File: config.mk
export PLATFORM = sky130hd
export DESIGN_NAME = remote_control_handshake
export DESIGN_NICKNAME = d
export VERILOG_FILES = /design/src/rtl/remote_pkg.sv /design/src/rtl/remote_control_handshake.sv /design/src/rtl/strobe_edge.sv
export SDC_FILE = /design/constraint.sdc
export NUM_CORES = 1
export LEC_CHECK = 0
export BUFFER_PORTS_ARGS = -buffer_cell sky130_fd_sc_hd__buf_4
export CAP_MARGIN = 15
export CORE_MARGIN = 4
export CORE_UTILIZATION = 40
export CTS_BUF_LIST = sky130_fd_sc_hd__clkbuf_4
export DETAILED_ROUTE_END_ITERATION = 7
export GPL_ROUTABILITY_DRIVEN = 1
export SYNTH_ARGS = -nofsm -noshare
export SYNTH_HDL_FRONTEND = slang
export SYNTH_SLANG_ARGS = --single-unit
File: constraint.sdc
create_clock -name mclk -period 2.71 [get_ports mclk]
set_input_delay 0.542 -clock mclk [delete_from_list [all_inputs] [get_ports mclk]]
set_output_delay 0.542 -clock mclk [all_outputs]
set_load 0.005 [all_outputs]
File: src/rtl/remote_pkg.sv
package remote_pkg;

    // operating variant of the remote port
    typedef enum logic [1:0] {
        MODE_STANDARD = 2'h0,
        MODE_BANK     = 2'h1,
        MODE_SIMPLE   = 2'h2
    } mode_e;

    typedef enum logic [2:0] {
        ST_IDLE = 3'h1,
        ST_PREP = 3'h2,
        ST_BUSY = 3'h4
    } state_e;

    typedef enum logic [1:0] {
        OP_VERIFY = 2'h0,
        OP_START  = 2'h1,
        OP_ENTER  = 2'h2
    } op_e;

    // one bit per remote strobe, high for one cycle on its falling edge
    typedef struct packed {
        logic       verify_cmd;
        logic       start;
        logic       enter;
        logic       cancel;
        logic       next;
        logic       clear;
        logic [2:0] bank;
    } strobe_s;

    localparam int unsigned STROBE_W = 9;

    // strobe pins idle high
    localparam logic [STROBE_W-1:0] STROBE_IDLE = 9'h1ff;

    localparam int unsigned CLK_HZ      = 25_000_000;
    localparam int unsigned PREP_MAX_MS = 8000;
    // longest time, rounded down to whole cycles
    localparam int unsigned PREP_MAX_CYCLES = PREP_MAX_MS * (CLK_HZ / 1000);
    localparam int unsigned PREP_CNT_W      = 28;

    localparam logic [2:0] BANK_RESET = 3'h1;

endpackage

File: src/rtl/remote_control_handshake.sv
// What this block and its controller do
// controller holds each command strobe low at least 50 ms.
// controller waits 1 ms after link_present rises before any strobe.
// standard mode raises busy within 50 ms of a command fall.
// bank mode raises busy within 100 ms of a command fall.
// simple mode with changed area raises busy within 8000 ms.
// simple mode with unchanged area raises busy within 50 ms.
// standard and simple: controller waits 1 ms after busy falls before clear.
// bank mode: controller waits 5 ms after busy falls before clear.
// pass or error drops within 50 ms of a clear fall.
// standard mode accepts a new command within 1 ms of busy falling.
// bank mode: controller waits 10 ms after busy falls before bank selects.
// bank mode: controller waits 1 ms after bank select before command.
// simple mode: controller waits 1 ms after next before command.
// simple mode: controller waits 1 ms after busy falls before next.
// at busy fall exactly one of pass or error is held until clear; the block also drops it when it takes a new command.
`timescale 1ns/1ps

module remote_control_handshake #(
    parameter int unsigned PREP_LIMIT = remote_pkg::PREP_MAX_CYCLES
) (
    input  wire logic              mclk,          // system clock, 25 MHz
    input  wire logic              rst_n,         // synchronous reset, active low
    input  wire remote_pkg::mode_e mode,          // operating variant
    input  wire logic              link_ready,    // instrument ready for remote use
    input  wire logic              verify_cmd_n,  // verify strobe, active low
    input  wire logic              start_n,       // start strobe, active low
    input  wire logic              enter_n,       // enter strobe, active low
    input  wire logic              cancel_n,      // cancel strobe, active low
    input  wire logic              next_n,        // next-area strobe, active low
    input  wire logic              clear_n,       // result clear strobe, active low
    input  wire logic [2:0]        bank_select_n, // bank selects 0..2, active low
    input  wire logic              area_changed,  // program area changed since last run
    input  wire logic              prep_done,     // area reload finished
    input  wire logic              op_done,       // operation finished, one-cycle pulse
    input  wire logic              op_pass,       // result with op_done, high on success
    output logic                   link_present,  // connection-present output
    output logic                   busy,          // operation in progress
    output logic                   pass,          // last operation succeeded
    output logic                   error,         // last operation failed
    output logic                   op_start,      // start the operation, one-cycle pulse
    output remote_pkg::op_e        op_kind,       // which command was taken
    output logic [2:0]             op_bank,       // selected bank, one-hot
    output logic                   op_abort,      // cancel while busy, one-cycle pulse
    output logic                   area_next,     // advance program area, one-cycle pulse
    output logic                   prep_req       // area reload in progress
);

    typedef struct packed {
        remote_pkg::state_e          st;
        logic [remote_pkg::PREP_CNT_W-1:0] cnt;
        logic                        link;
        logic                        busy;
        logic                        pass;
        logic                        error;
        logic                        op_start;
        remote_pkg::op_e             kind;
        logic [2:0]                  bank;
        logic                        abort;
        logic                        area_next;
        logic                        prep_req;
    } ctl_s;

    localparam logic [remote_pkg::PREP_CNT_W-1:0] PREP_LAST =
        remote_pkg::PREP_CNT_W'(PREP_LIMIT - 1);

    ctl_s                r;
    ctl_s                next_r;
    remote_pkg::strobe_s f;
    logic                cmd;

    // strobes count only once the link is announced
    strobe_edge #(
        .N(remote_pkg::STROBE_W)
    ) u_edge (
        .mclk     (mclk),
        .rst_n    (rst_n),
        .enable   (r.link),
        .strobe_n ({verify_cmd_n, start_n, enter_n, cancel_n, next_n, clear_n,
                    bank_select_n}),
        .fall     (f)
    );

    assign cmd = f.verify_cmd | f.start | f.enter;

    logic            mode_bank;
    logic            mode_simple;
    logic            take_bank;
    logic            take_next;
    logic            need_prep;
    logic            prep_leave;
    logic            op_finish;
    logic            abort_req;
    logic [1:0]      result;
    remote_pkg::op_e cmd_kind;

    // an unused mode code behaves as standard: no banks, no areas, no reload
    assign mode_bank   = (mode == remote_pkg::MODE_BANK);
    assign mode_simple = (mode == remote_pkg::MODE_SIMPLE);

    // bank and area selects count only in their own mode
    assign take_bank = mode_bank & (f.bank != 3'h0);
    assign take_next = mode_simple & f.next;

    // a changed area is reloaded before the operation may start
    assign need_prep = mode_simple & area_changed;

    // reload ends on the core's word or when its window runs out
    assign prep_leave = prep_done | (r.cnt == PREP_LAST);

    // the core's result only counts while an operation runs
    assign op_finish = op_done & (r.st == remote_pkg::ST_BUSY);

    // cancel aborts a running operation but leaves busy to the core
    assign abort_req = f.cancel & (r.st == remote_pkg::ST_BUSY);

    // pass and error are one-hot by construction
    assign result = {op_pass, ~op_pass};

    // simultaneous commands: verify before start before enter
    always_comb begin
        if (f.verify_cmd) begin
            cmd_kind = remote_pkg::OP_VERIFY;
        end else if (f.start) begin
            cmd_kind = remote_pkg::OP_START;
        end else begin
            cmd_kind = remote_pkg::OP_ENTER;
        end
    end

    always_comb begin
        next_r           = r;
        next_r.link      = link_ready;
        next_r.op_start  = 1'b0;
        next_r.abort     = 1'b0;
        next_r.area_next = 1'b0;

        // clear drops whichever result is showing on the next edge
        if (f.clear) begin
            next_r.pass  = 1'b0;
            next_r.error = 1'b0;
        end

        unique case (r.st)
            remote_pkg::ST_IDLE: begin
                if (take_bank) begin
                    next_r.bank = f.bank;
                end
                if (take_next) begin
                    next_r.area_next = 1'b1;
                end
                // idle accepts at once, so a new command is never held off
                if (cmd) begin
                    next_r.kind  = cmd_kind;
                    next_r.pass  = 1'b0;
                    next_r.error = 1'b0;
                    if (need_prep) begin
                        next_r.st       = remote_pkg::ST_PREP;
                        next_r.cnt      = '0;
                        next_r.prep_req = 1'b1;
                    end else begin
                        next_r.st       = remote_pkg::ST_BUSY;
                        next_r.busy     = 1'b1;
                        next_r.op_start = 1'b1;
                    end
                end
            end
            remote_pkg::ST_PREP: begin
                next_r.cnt = r.cnt + 1'b1;
                if (f.cancel) begin
                    next_r.st       = remote_pkg::ST_IDLE;
                    next_r.prep_req = 1'b0;
                    next_r.error    = 1'b1;
                end else if (prep_leave) begin
                    // busy rises at the latest when the reload window runs out
                    next_r.st       = remote_pkg::ST_BUSY;
                    next_r.prep_req = 1'b0;
                    next_r.busy     = 1'b1;
                    next_r.op_start = 1'b1;
                end
            end
            remote_pkg::ST_BUSY: begin
                if (abort_req) begin
                    next_r.abort = 1'b1;
                end
                // result wins over a clear in the same cycle
                if (op_finish) begin
                    next_r.st    = remote_pkg::ST_IDLE;
                    next_r.busy  = 1'b0;
                    next_r.pass  = result[1];
                    next_r.error = result[0];
                end
            end
            default: begin
                next_r.st       = remote_pkg::ST_IDLE;
                next_r.busy     = 1'b0;
                next_r.prep_req = 1'b0;
            end
        endcase
    end

    always_ff @(posedge mclk) begin
        if (!rst_n) begin
            r      <= '0;
            r.st   <= remote_pkg::ST_IDLE;
            r.kind <= remote_pkg::OP_VERIFY;
            r.bank <= remote_pkg::BANK_RESET;
        end else begin
            r <= next_r;
        end
    end

    assign link_present = r.link;
    assign busy         = r.busy;
    assign pass         = r.pass;
    assign error        = r.error;
    assign op_start     = r.op_start;
    assign op_kind      = r.kind;
    assign op_bank      = r.bank;
    assign op_abort     = r.abort;
    assign area_next    = r.area_next;
    assign prep_req     = r.prep_req;

endmodule

File: src/rtl/strobe_edge.sv
`timescale 1ns/1ps

module strobe_edge #(
    parameter int unsigned N = remote_pkg::STROBE_W
) (
    input  wire logic         mclk,     // system clock
    input  wire logic         rst_n,    // synchronous reset, active low
    input  wire logic         enable,   // accept strobes only while the link is up
    input  wire logic [N-1:0] strobe_n, // active-low command strobes
    output logic      [N-1:0] fall      // one-cycle pulse per falling edge
);

    typedef struct packed {
        logic [N-1:0] prev;
        logic [N-1:0] fall;
    } edge_s;

    edge_s        r;
    edge_s        next_r;
    logic [N-1:0] fell;

    genvar i;
    generate
        for (i = 0; i < N; i++) begin : g_bit
            assign fell[i] = r.prev[i] & ~strobe_n[i] & enable;
        end
    endgenerate

    always_comb begin
        next_r      = r;
        next_r.prev = strobe_n;
        next_r.fall = fell;
    end

    always_ff @(posedge mclk) begin
        if (!rst_n) begin
            r.prev <= remote_pkg::STROBE_IDLE[N-1:0];
            r.fall <= '0;
        end else begin
            r <= next_r;
        end
    end

    assign fall = r.fall;

endmodule
==> flow_summary.yaml, run 1 <==
power:
  power_frac_comb: 0.149
  p_clk_frac: 0.310
  p_int_w: 0.00127
  p_seq_frac: 0.541
  power_density_mw_per_mm2: 589
  ir_drop_uv: 358
  p_sw_w: 0.000525
  switching_share: 0.292
  p_leak_nw: 1.09
min_path:
  min_path_cells: 2
  min_to: "u_edge.r[11]"
  min_path_type: "primary input to flop"
  worstHoldStart: "bank_select_n[2]"
logic_synthesis:
  synth_top_family_by_area: "simple AND/OR/NAND/NOR gates"
  yosys_warnings: 0
  synth_largest_area_cell: "dfxtp_1"
  yosysUniqueCellTypes: 50
  synth_area_leaders: "dfxtp_1, nor2_1, a21oi_1"
  syn_nets: 322
  postSynthAreaPerCell_um2: 8.85
  synthesis.area_mm2: 0.00268
  synth_seq_area_share: 0.463
  yosys_most_used_dff: "dfxtp_1"
  synth-xor-area-share: 0.0425
  synth.area.mux_share: 0.0233
  ys_async_sr_fraction: 0
  syn_inst: 303
  synth_top_area_share: 0.463
  yosys.area_share.simple: 0.300
  synth_seq_cells: 62
  synth_compound_area_frac: 0.116
  synthAdderAreaFrac: 0.00467
  synth_edf_count: 0
critical_path:
  cp.required_ns: 3.04
  rr_worst_depth: 6
  rr_startpoint: "r[41]"
  endpoint_kind: "flop"
  cp_max_fo: 13
  path_class: "flop to flop"
  rr_endpoint: "r[32]"
  critPathArrivalTime_ns: 2.68
  reg2reg_slack_ns: 0.37
  cp-start-kind: "flop"
grt:
  grt_pass1_wl_mm: 9.58
  grt_max_degree: 28
  antenna_found_initial: 0
  grt_use_total: 0.146
  grt_overflow: 0
  grt_pass1_vias: 2094
flow_run:
  max_cap_violations: 0
routing:
  post_drt_via_cell_ratio: 5.19
  drt-total-wl_mm: 5.51
  firstDrtPassIters: 4
  ant_nets: 0
  via_count: 2140
  initialDrtViolationCount: 84
  wl_per_cell_um: 13.4
  post-route-drc-count: 0
sta:
  finalHoldViolCount: 0
  finalSetupViolCount: 0
  period_minus_slack_ns: 2.34
  finClkSkew_ns: 0.0158
  max_slew_margin: 0.620
  worstMarginPinSlew_ns: 0.564
  max_freq_mhz: 427
  period_share: 0.864
  grt_setup_unrepaired: "false"
  fin_tns_setup_ns: 0
  drv_slew: 0
die:
  die_y_um: 89.9
  pin_count: 31
  core.rowCount: 29
  start_util: 0.417
  die-area_mm2: 0.00807
  die_w_um: 89.9
  core_area_mm2: 0.00642
placed_design:
  dpl.cell_count: 396
  port_buffers: 30
  placed_cell_area_mm2: 0.00293
  detailed_place_hpwl_mm: 3.89
  gp_congestion: 0.817
cells_and_area:
  finalNonFillerCells: 412
  nFillCells: 645
  drive_gt1_frac: 0.179
  final_cell_area_mm2: 0.00305
  area_growth_pct: 13.8
  final_nets: 349
  antenna_cells: 0
clocking:
  cts-buffers-inserted: 9
  cts.sinks: 62
  clkTransAtPathRegs_ns: 0.11
  insertion_delay_ns: 0.40
  cts_tree: "yes"
  htreeDepth: 3
  hold_buffers: 0
  clockBufferDepth: 2
  cts_setup_buffers: 0
  cts_resized: 0
  cts_root_buf: "clkbuf_4"
run_status:
  status: "complete, no violations"
## cells in the final DEF (no fill, tap or decap), types with 2 or more instances in the layout
cell        Yosys  layout
nor4_1          4       4
a21oi_1        20      20
nor3b_1         2       2
nand2_1        24      24
nor2_1         33      33
or3_1          11      11
dfxtp_1        62      62
xor2_1         11      11
xnor2_1         2       2
or2_2           2       2
inv_1           7       7
clkbuf_4        0      11
nand4_1         9       9
nand3b_1        4       4
or3b_1          2       2
mux2i_1         4       4
o21ai_0        14      14
a211oi_1        2       2
nand2b_1       11      11
nor2b_1         5       5
a21boi_0        2       2
buf_4           6      35
o31ai_1         4       4
nor3_1          5       5
and2_1          4       4
clkinvlp_4      0       3
or4_1           5       5
nand3_1        11      11
nand4b_1        2       2
o211ai_1        3       3
and3_1          3       3
## worst max-delay path, cell delays in order (launching register included)
cell	delay, ns
dfxtp_1	0.45
or3b_1	0.53
mux2i_4	0.29
buf_4	0.23
nand4b_1	0.24
or3_1	0.40
a21oi_1	0.13
## cells in the mapped netlist, types with 2 or more instances
cell type   n
inv_1       7
and3_1      3
a21boi_0    2
mux2i_1     4
or3b_1      2
nor3b_1     2
nand4b_1    2
a21oi_1    20
or2_2       2
nor2_1     33
nand2_1    24
nand3b_1    4
nor2b_1     5
buf_4       6
nand3_1    11
and2_1      4
o21ai_0    14
xor2_1     11
o211ai_1    3
a211oi_1    2
clkbuf_1    5
nor3_1      5
xnor2_1     2
nand4_1     9
dfxtp_1    62
buf_1       2
buf_2       4
o31ai_1     4
nor4_1      4
or3_1      11
or4_1       5
nand2b_1   11
## area by class of cell
type / instances / area, µm² / area share
inverters: 7 / 26.3 / 0.00862
clock buffers: 11 / 82.6 / 0.0271
well taps: 77 / 96.3 / 0.0316
clock inverters: 5 / 35.0 / 0.0115
flip-flops and latches: 62 / 1240 / 0.407
multi-input cells: 215 / 1310 / 0.428
repair buffers: 35 / 263 / 0.0862
## cells by family after synthesis
group                      after synthesis
and+or+nand+nor                        144
adders and majority gates                1
xor gates and xnor gates                13
AOI/OAI and AO/OA                       52
DFF                                     62
buffers and inverters                   26
muxes                                    5
## state kept, by name, indices dropped and copies added, names as in the netlist
name / count
error: 1
op_abort: 1
pass: 1
r: 31
area_next: 1
link_present: 1
u_edge.r: 9
op_kind: 2
op_start: 1
op_bank: 3
prep_req: 1
u_edge.fall: 9
busy: 1
## worst max-delay path by stage
stage / from / to / slack (ns)
2_1_floorplan: r[41] / r[39] / 0.70
3_5_place_dp: r[41] / r[32] / 0.37
4_1_cts: r[41] / r[32] / 0.36
3_3_place_gp: r[41] / r[32] / 0.44
5_1_grt: r[41] / r[24] / 0.16
6_report: r[41] / r[32] / 0.37
## per-stage QoR
step | hold slack (ns) | power, W | setup slack (ns) | util
after floorplan | 0.395 | 0.00117 | 0.697 | -
final | 0.341 | 0.00179 | 0.368 | 0.475
after CTS | 0.309 | 0.00182 | 0.356 | 0.475
after global placement | 0.406 | 0.00126 | 0.445 | 0.456
after global routing | 0.297 | 0.00189 | 0.164 | 0.475
after detailed placement | 0.408 | 0.00126 | 0.373 | 0.456
## power groups by stage
stage | Sequential [W] | Clock [W] | Combinational [W]
after floorplan | 0.000975 | 0 | 0.000198
after global placement | 0.000990 | 0 | 0.000265
after detailed placement | 0.000990 | 0 | 0.000269
after CTS | 0.000970 | 0.000585 | 0.000270
after global routing | 0.000976 | 0.000622 | 0.000296
final | 0.000970 | 0.000557 | 0.000268
## metal layers
layer	vias up	track usage	wire, µm
met5	-	0	0
met4	0	0.0485	70
met3	6	0.0601	293
met2	37	0.238	2570
met1	978	0.175	2570
li1	1119	-	-
Note: power is estimated with default switching activity, not from simulation.
==> run 2, diff against run 1 <==
- CORE_UTILIZATION: 40 -> 60
- PLACE_DENSITY: not set -> 0.82
- RECOVER_POWER: not set -> 50
==> flow_summary.yaml, run 2 (synthesis results as in run 1) <==
sta:
  drv_slew: 0
  finalSetupViolCount: 0
  max_freq_mhz: 419
  finalHoldViolCount: 0
  finClkSkew_ns: 0.0104
  grt_setup_unrepaired: "false"
  fin_tns_setup_ns: 0
  max_slew_margin: 0.296
  period_share: 0.880
  period_minus_slack_ns: 2.38
  worstMarginPinSlew_ns: 1.06
critical_path:
  critPathArrivalTime_ns: 2.73
  endpoint_kind: "flop"
  cp.required_ns: 3.06
  cp_max_fo: 12
  cp-start-kind: "flop"
  path_class: "flop to flop"
cells_and_area:
  reg.largest.list: "r: 31 flops, u_edge.fall: 9 flops, u_edge.r: 9 flops"
  multi_input_area_mm2: 0.00131
  regArea_mm2: 0.00124
  area_growth_pct: 13.9
  final_common_cell: "dfxtp_1"
  antenna_cells: 0
  final_nets: 350
  nFillCells: 347
  regMostFlops: "r"
  largest_reg_flops: 31
  fin_util: 0.706
  drive_gt1_frac: 0.170
  layout_common_cells: "dfxtp_1, nor2_1, nand2_1"
clocking:
  cts_tree: "yes"
  clkTransAtPathRegs_ns: 0.10
  cts.sinks: 62
  cts_setup_buffers: 0
  clockBufferDepth: 2
  insertion_delay_ns: 0.41
  cts_resized: 0
  htreeDepth: 3
  hold_buffers: 0
  cts_root_buf: "clkbuf_4"
  cts-buffers-inserted: 9
routing:
  wl_per_cell_um: 13.7
  drt-total-wl_mm: 5.33
  firstDrtPassIters: 4
  via_count: 2219
  post_drt_via_cell_ratio: 5.72
  post-route-drc-count: 0
  initialDrtViolationCount: 170
  ant_nets: 0
grt:
  grt_use_total: 0.221
  grt_overflow: 0
  met1_usage: 0.265
  grt_pass1_vias: 2101
  antenna_found_initial: 0
  busiest_layer: "met2"
  grt_use_met3: 0.0881
  grt_use_met2: 0.335
  grt_max_degree: 28
  grt_pass1_wl_mm: 9.28
die:
  core_area_mm2: 0.00432
  core.rowCount: 24
  die_w_um: 74.8
  start_util: 0.620
  pin_count: 31
  die_y_um: 74.8
  die-area_mm2: 0.00560
power:
  p_leak_nw: 1.10
  power_density_mw_per_mm2: 631
  p_total_w: 0.00193
  ir_drop_uv: 461
placed_design:
  port_buffers: 30
  gp_congestion: 0.861
  detailed_place_hpwl_mm: 3.62
run_status:
  status: "complete, no violations"
min_path:
  min_path_type: "primary input to flop"
flow_run:
  max_cap_violations: 0
-- run 2: cell count changes in the layout (fill, tap and decap cells not counted), sizes merged --
cell / previous run / this run
bufinv: 0 / 2
inv: 8 / 7
clkbuf: 11 / 23
buf: 35 / 22
clkinvlp: 3 / 1
clkinv: 1 / 4
-- run 2: per-stage QoR --
step	instance area (µm²)	hold WS [ns]	setup slack, ns	instances
2_1_floorplan	2680	0.395	0.697	303
3_3_place_gp	2910	0.407	0.465	372
3_5_place_dp	2910	0.413	0.394	372
4_1_cts	3060	0.301	0.359	388
5_1_grt	3050	0.313	0.206	388
6_report	3050	0.334	0.325	388
-- run 2: cell type report --
type | instances | share of cell area
clock buffer | 9 | 0.0221
clock inverter | 7 | 0.0291
inverter | 7 | 0.00861
multi-input combinational | 215 | 0.427
sequential | 62 | 0.407
tap | 52 | 0.0213
timing repair buffer | 36 | 0.0848
-- run 2: worst max-delay path: stages (launching register included) --
cell	delay, ns
dfxtp_1	0.45
or3b_1	0.52
mux2i_4	0.30
buf_4	0.23
nand4b_1	0.25
or3_1	0.43
a21oi_1	0.14
-- run 2: power by group --
part / internal (W) / switching (W) / total (W) / leakage, nW
combinational: 0.000117 / 0.000145 / 0.000262 / 0.515
clock: 0.000368 / 0.000328 / 0.000696 / 0.0810
sequential: 0.000942 / 0.0000256 / 0.000968 / 0.504
total: 0.00143 / 0.000499 / 0.00193 / 1.10
-- run 2: routing by layer --
| layer | routed length [µm] | part of all wire |
|---|---|---|
| met5 | 0 | 0 |
| met4 | 155 | 0.029 |
| met3 | 336 | 0.063 |
| met2 | 2460 | 0.46 |
| met1 | 2380 | 0.45 |
-- run 2: final timing paths --
kind,from,cells after the start,endpoint,slack [ns]
worst max-delay path,r[41],6,r[32],0.33
worst min-delay path,cancel_n,2,u_edge.r[14],0.33
worst max register to register,r[41],6,r[32],0.33
worst min register to register,u_edge.r[10],2,u_edge.fall[1],0.43
==> run 3, diff against run 2 <==
- REMOVE_ABC_BUFFERS: not set -> 1
- SYNTH_HIERARCHICAL: not set -> 1
==> flow_summary.yaml, run 3 <==
run_status:
  status: "complete, no violations"
logic_synthesis:
  yosys_warnings: 6
  ys_async_sr_fraction: 0
  syn_inst: 305
  synthMostInstantiatedCell: "dfxtp_1"
  synthesis.area_mm2: 0.00273
  synth_top_area_share: 0.454
  yosysUniqueCellTypes: 45
  synth_seq_area_share: 0.454
  synth_edf_count: 0
  synth_area_leaders: "dfxtp_1, xnor2_1, nor2_1"
  synth_largest_area_cell: "dfxtp_1"
  synth_common_cells: "dfxtp_1, nor2_1, xnor2_1"
  postSynthAreaPerCell_um2: 8.96
  synth_seq_cells: 62
  yosys_most_used_dff: "dfxtp_1"
critical_path:
  cp-start-kind: "flop"
  cp_max_fo: 10
  crit_path_top_delay_cell: "or4_4"
  rr_startpoint: "r[42]"
  path_class: "flop to flop"
  path_cells: "or3b_2, o31a_1, or4_4, or3_1, a21oi_1"
  critPathArrivalTime_ns: 2.74
  rr_worst_depth: 5
  endpoint_kind: "flop"
  slowest_delay_ns: 0.61
  cp.required_ns: 3.03
  rr_endpoint: "r[30]"
  reg2reg_slack_ns: 0.29
power:
  p_seq_frac: 0.501
  p_clk_frac: 0.360
  power_density_mw_per_mm2: 643
  power_frac_comb: 0.139
  p_leak_nw: 1.14
  switching_share: 0.256
  ir_drop_uv: 431
  p_int_w: 0.00146
  p_sw_w: 0.000503
clocking:
  cts_tree: "yes"
  cts_setup_buffers: 0
  cts_resized: 0
  cts.sinks: 62
  cts_root_buf: "clkbuf_4"
  htreeDepth: 3
  insertion_delay_ns: 0.38
  clockBufferDepth: 2
  clkTransAtPathRegs_ns: 0.11
  hold_buffers: 0
  cts-buffers-inserted: 9
die:
  die_w_um: 75.5
  core_area_mm2: 0.00438
  core.rowCount: 24
  die_y_um: 75.5
  start_util: 0.623
  die-area_mm2: 0.00570
  pin_count: 31
placed_design:
  detailed_place_hpwl_mm: 3.68
  gp_congestion: 0.832
  port_buffers: 30
cells_and_area:
  largest_reg_flops: 31
  area_growth_pct: 11.9
  reg.largest.list: "r: 31 flops, u_edge/fall: 9 flops, u_edge/r: 9 flops"
  final_common_cell: "dfxtp_1"
  final_nets: 346
  antenna_cells: 0
  layout_common_cells: "dfxtp_1, nor2_1, clkbuf_4, buf_4, xnor2_1"
  drive_gt1_frac: 0.163
  nFillCells: 353
  regMostFlops: "r"
routing:
  post_drt_via_cell_ratio: 5.70
  wl_per_cell_um: 13.6
  firstDrtPassIters: 4
  drt-total-wl_mm: 5.23
  via_count: 2189
  ant_nets: 0
  initialDrtViolationCount: 225
  post-route-drc-count: 0
grt:
  grt_overflow: 0
  grt_max_degree: 29
  grt_pass1_vias: 1988
  antenna_found_initial: 0
  grt_use_total: 0.205
  grt_pass1_wl_mm: 8.91
sta:
  max_freq_mhz: 413
  worstMarginPinSlew_ns: 0.995
  drv_slew: 0
  max_slew_margin: 0.337
  fin_tns_setup_ns: 0
  finClkSkew_ns: 0.0147
  grt_setup_unrepaired: "false"
  finalSetupViolCount: 0
  fin_hold_ws_ns: 0.344
  period_minus_slack_ns: 2.42
  finalHoldViolCount: 0
  period_share: 0.893
min_path:
  min_path_type: "primary input to flop"
  worstHoldStart: "bank_select_n[1]"
  min_path_cells: 2
  min_to: "u_edge/r[10]"
flow_run:
  max_cap_violations: 0
==> run 3: changes by cell type in the layout (fill, tap and decap cells not counted), sizes merged, moves of 5 or more <==
cell	change
nor4	+8
or2b	+6
a21oi	-5
xor2	-11
nand2	-12
nand2b	-6
nor3	+5
and4b	+9
xnor2	+17
or3	-5
==> run 3: stage by stage <==
stage	cells	utilization	setup WS, ns	area, µm²	total power, W
2_1_floorplan	280	-	0.266	2580	0.00116
3_3_place_gp	368	0.664	0.383	2910	0.00127
3_5_place_dp	368	0.664	0.345	2910	0.00128
4_1_cts	384	0.700	0.304	3070	0.00198
5_1_grt	384	0.697	0.139	3060	0.00206
6_report	384	0.697	0.289	3060	0.00196
==> run 3: worst max path at each step <==
stage          start     to  slack, ns  cells past startpoint
6_report       r[42]  r[30]       0.29                      5
5_1_grt        r[41]  r[32]       0.14                      5
4_1_cts        r[41]  r[30]       0.30                      5
3_5_place_dp   r[41]  r[32]       0.35                      5
3_3_place_gp   r[41]  r[34]       0.38                      5
2_1_floorplan  r[41]  r[34]       0.27                      5
==> run 3: kinds of logic (layout without fill, tap and decap cells) <==
logic type | count (synthesis) | after routing | share of synthesized area
buffers and inverters | 35 | 62 | 0.0705
AOI/OAI and AO/OA | 40 | 40 | 0.0861
adders and majority gates | 1 | 1 | 0.00458
muxes | 4 | 4 | 0.0147
DFF | 62 | 62 | 0.454
xor gates and xnor gates | 19 | 19 | 0.0609
and+or+nand+nor | 144 | 144 | 0.309
==> run 3: routing by layer <==
layer	wire length, µm	track usage	up-vias
li1	-	-	1113
met1	2520	0.276	1005
met2	2330	0.300	66
met3	304	0.0673	5
met4	66	0.0893	0
met5	0	0	-
==> run 3: layout make-up <==
| type | count | area (µm²) | share of cell area |
|---|---|---|---|
| well taps | 52 | 65.1 | 0.0213 |
| multi-input cells | 208 | 1300 | 0.425 |
| clock buffers | 11 | 82.6 | 0.0270 |
| repair buffers | 36 | 259 | 0.0847 |
| flip-flops and latches | 62 | 1240 | 0.406 |
| clock inverters | 5 | 73.8 | 0.0241 |
| inverters | 10 | 37.5 | 0.0123 |
==> run 3: power groups by stage <==
| stage | clock network, W | logic, W | registers [W] |
|---|---|---|---|
| CTS | 0.000716 | 0.000275 | 0.000984 |
| global route | 0.000759 | 0.000307 | 0.000991 |
| detailed placement | 0 | 0.000273 | 0.00101 |
| finish | 0.000707 | 0.000273 | 0.000985 |
| floorplan | 0 | 0.000160 | 0.000999 |
| global placement | 0 | 0.000267 | 0.00100 |
==> run 3: critical path: cells and delay by family, from the launching register on <==
family / cells / cell delay, ns
flip-flops: 1 / 0.48
AO/OA/AOI/OAI: 2 / 0.39
AND/OR/NAND/NOR: 3 / 1.48
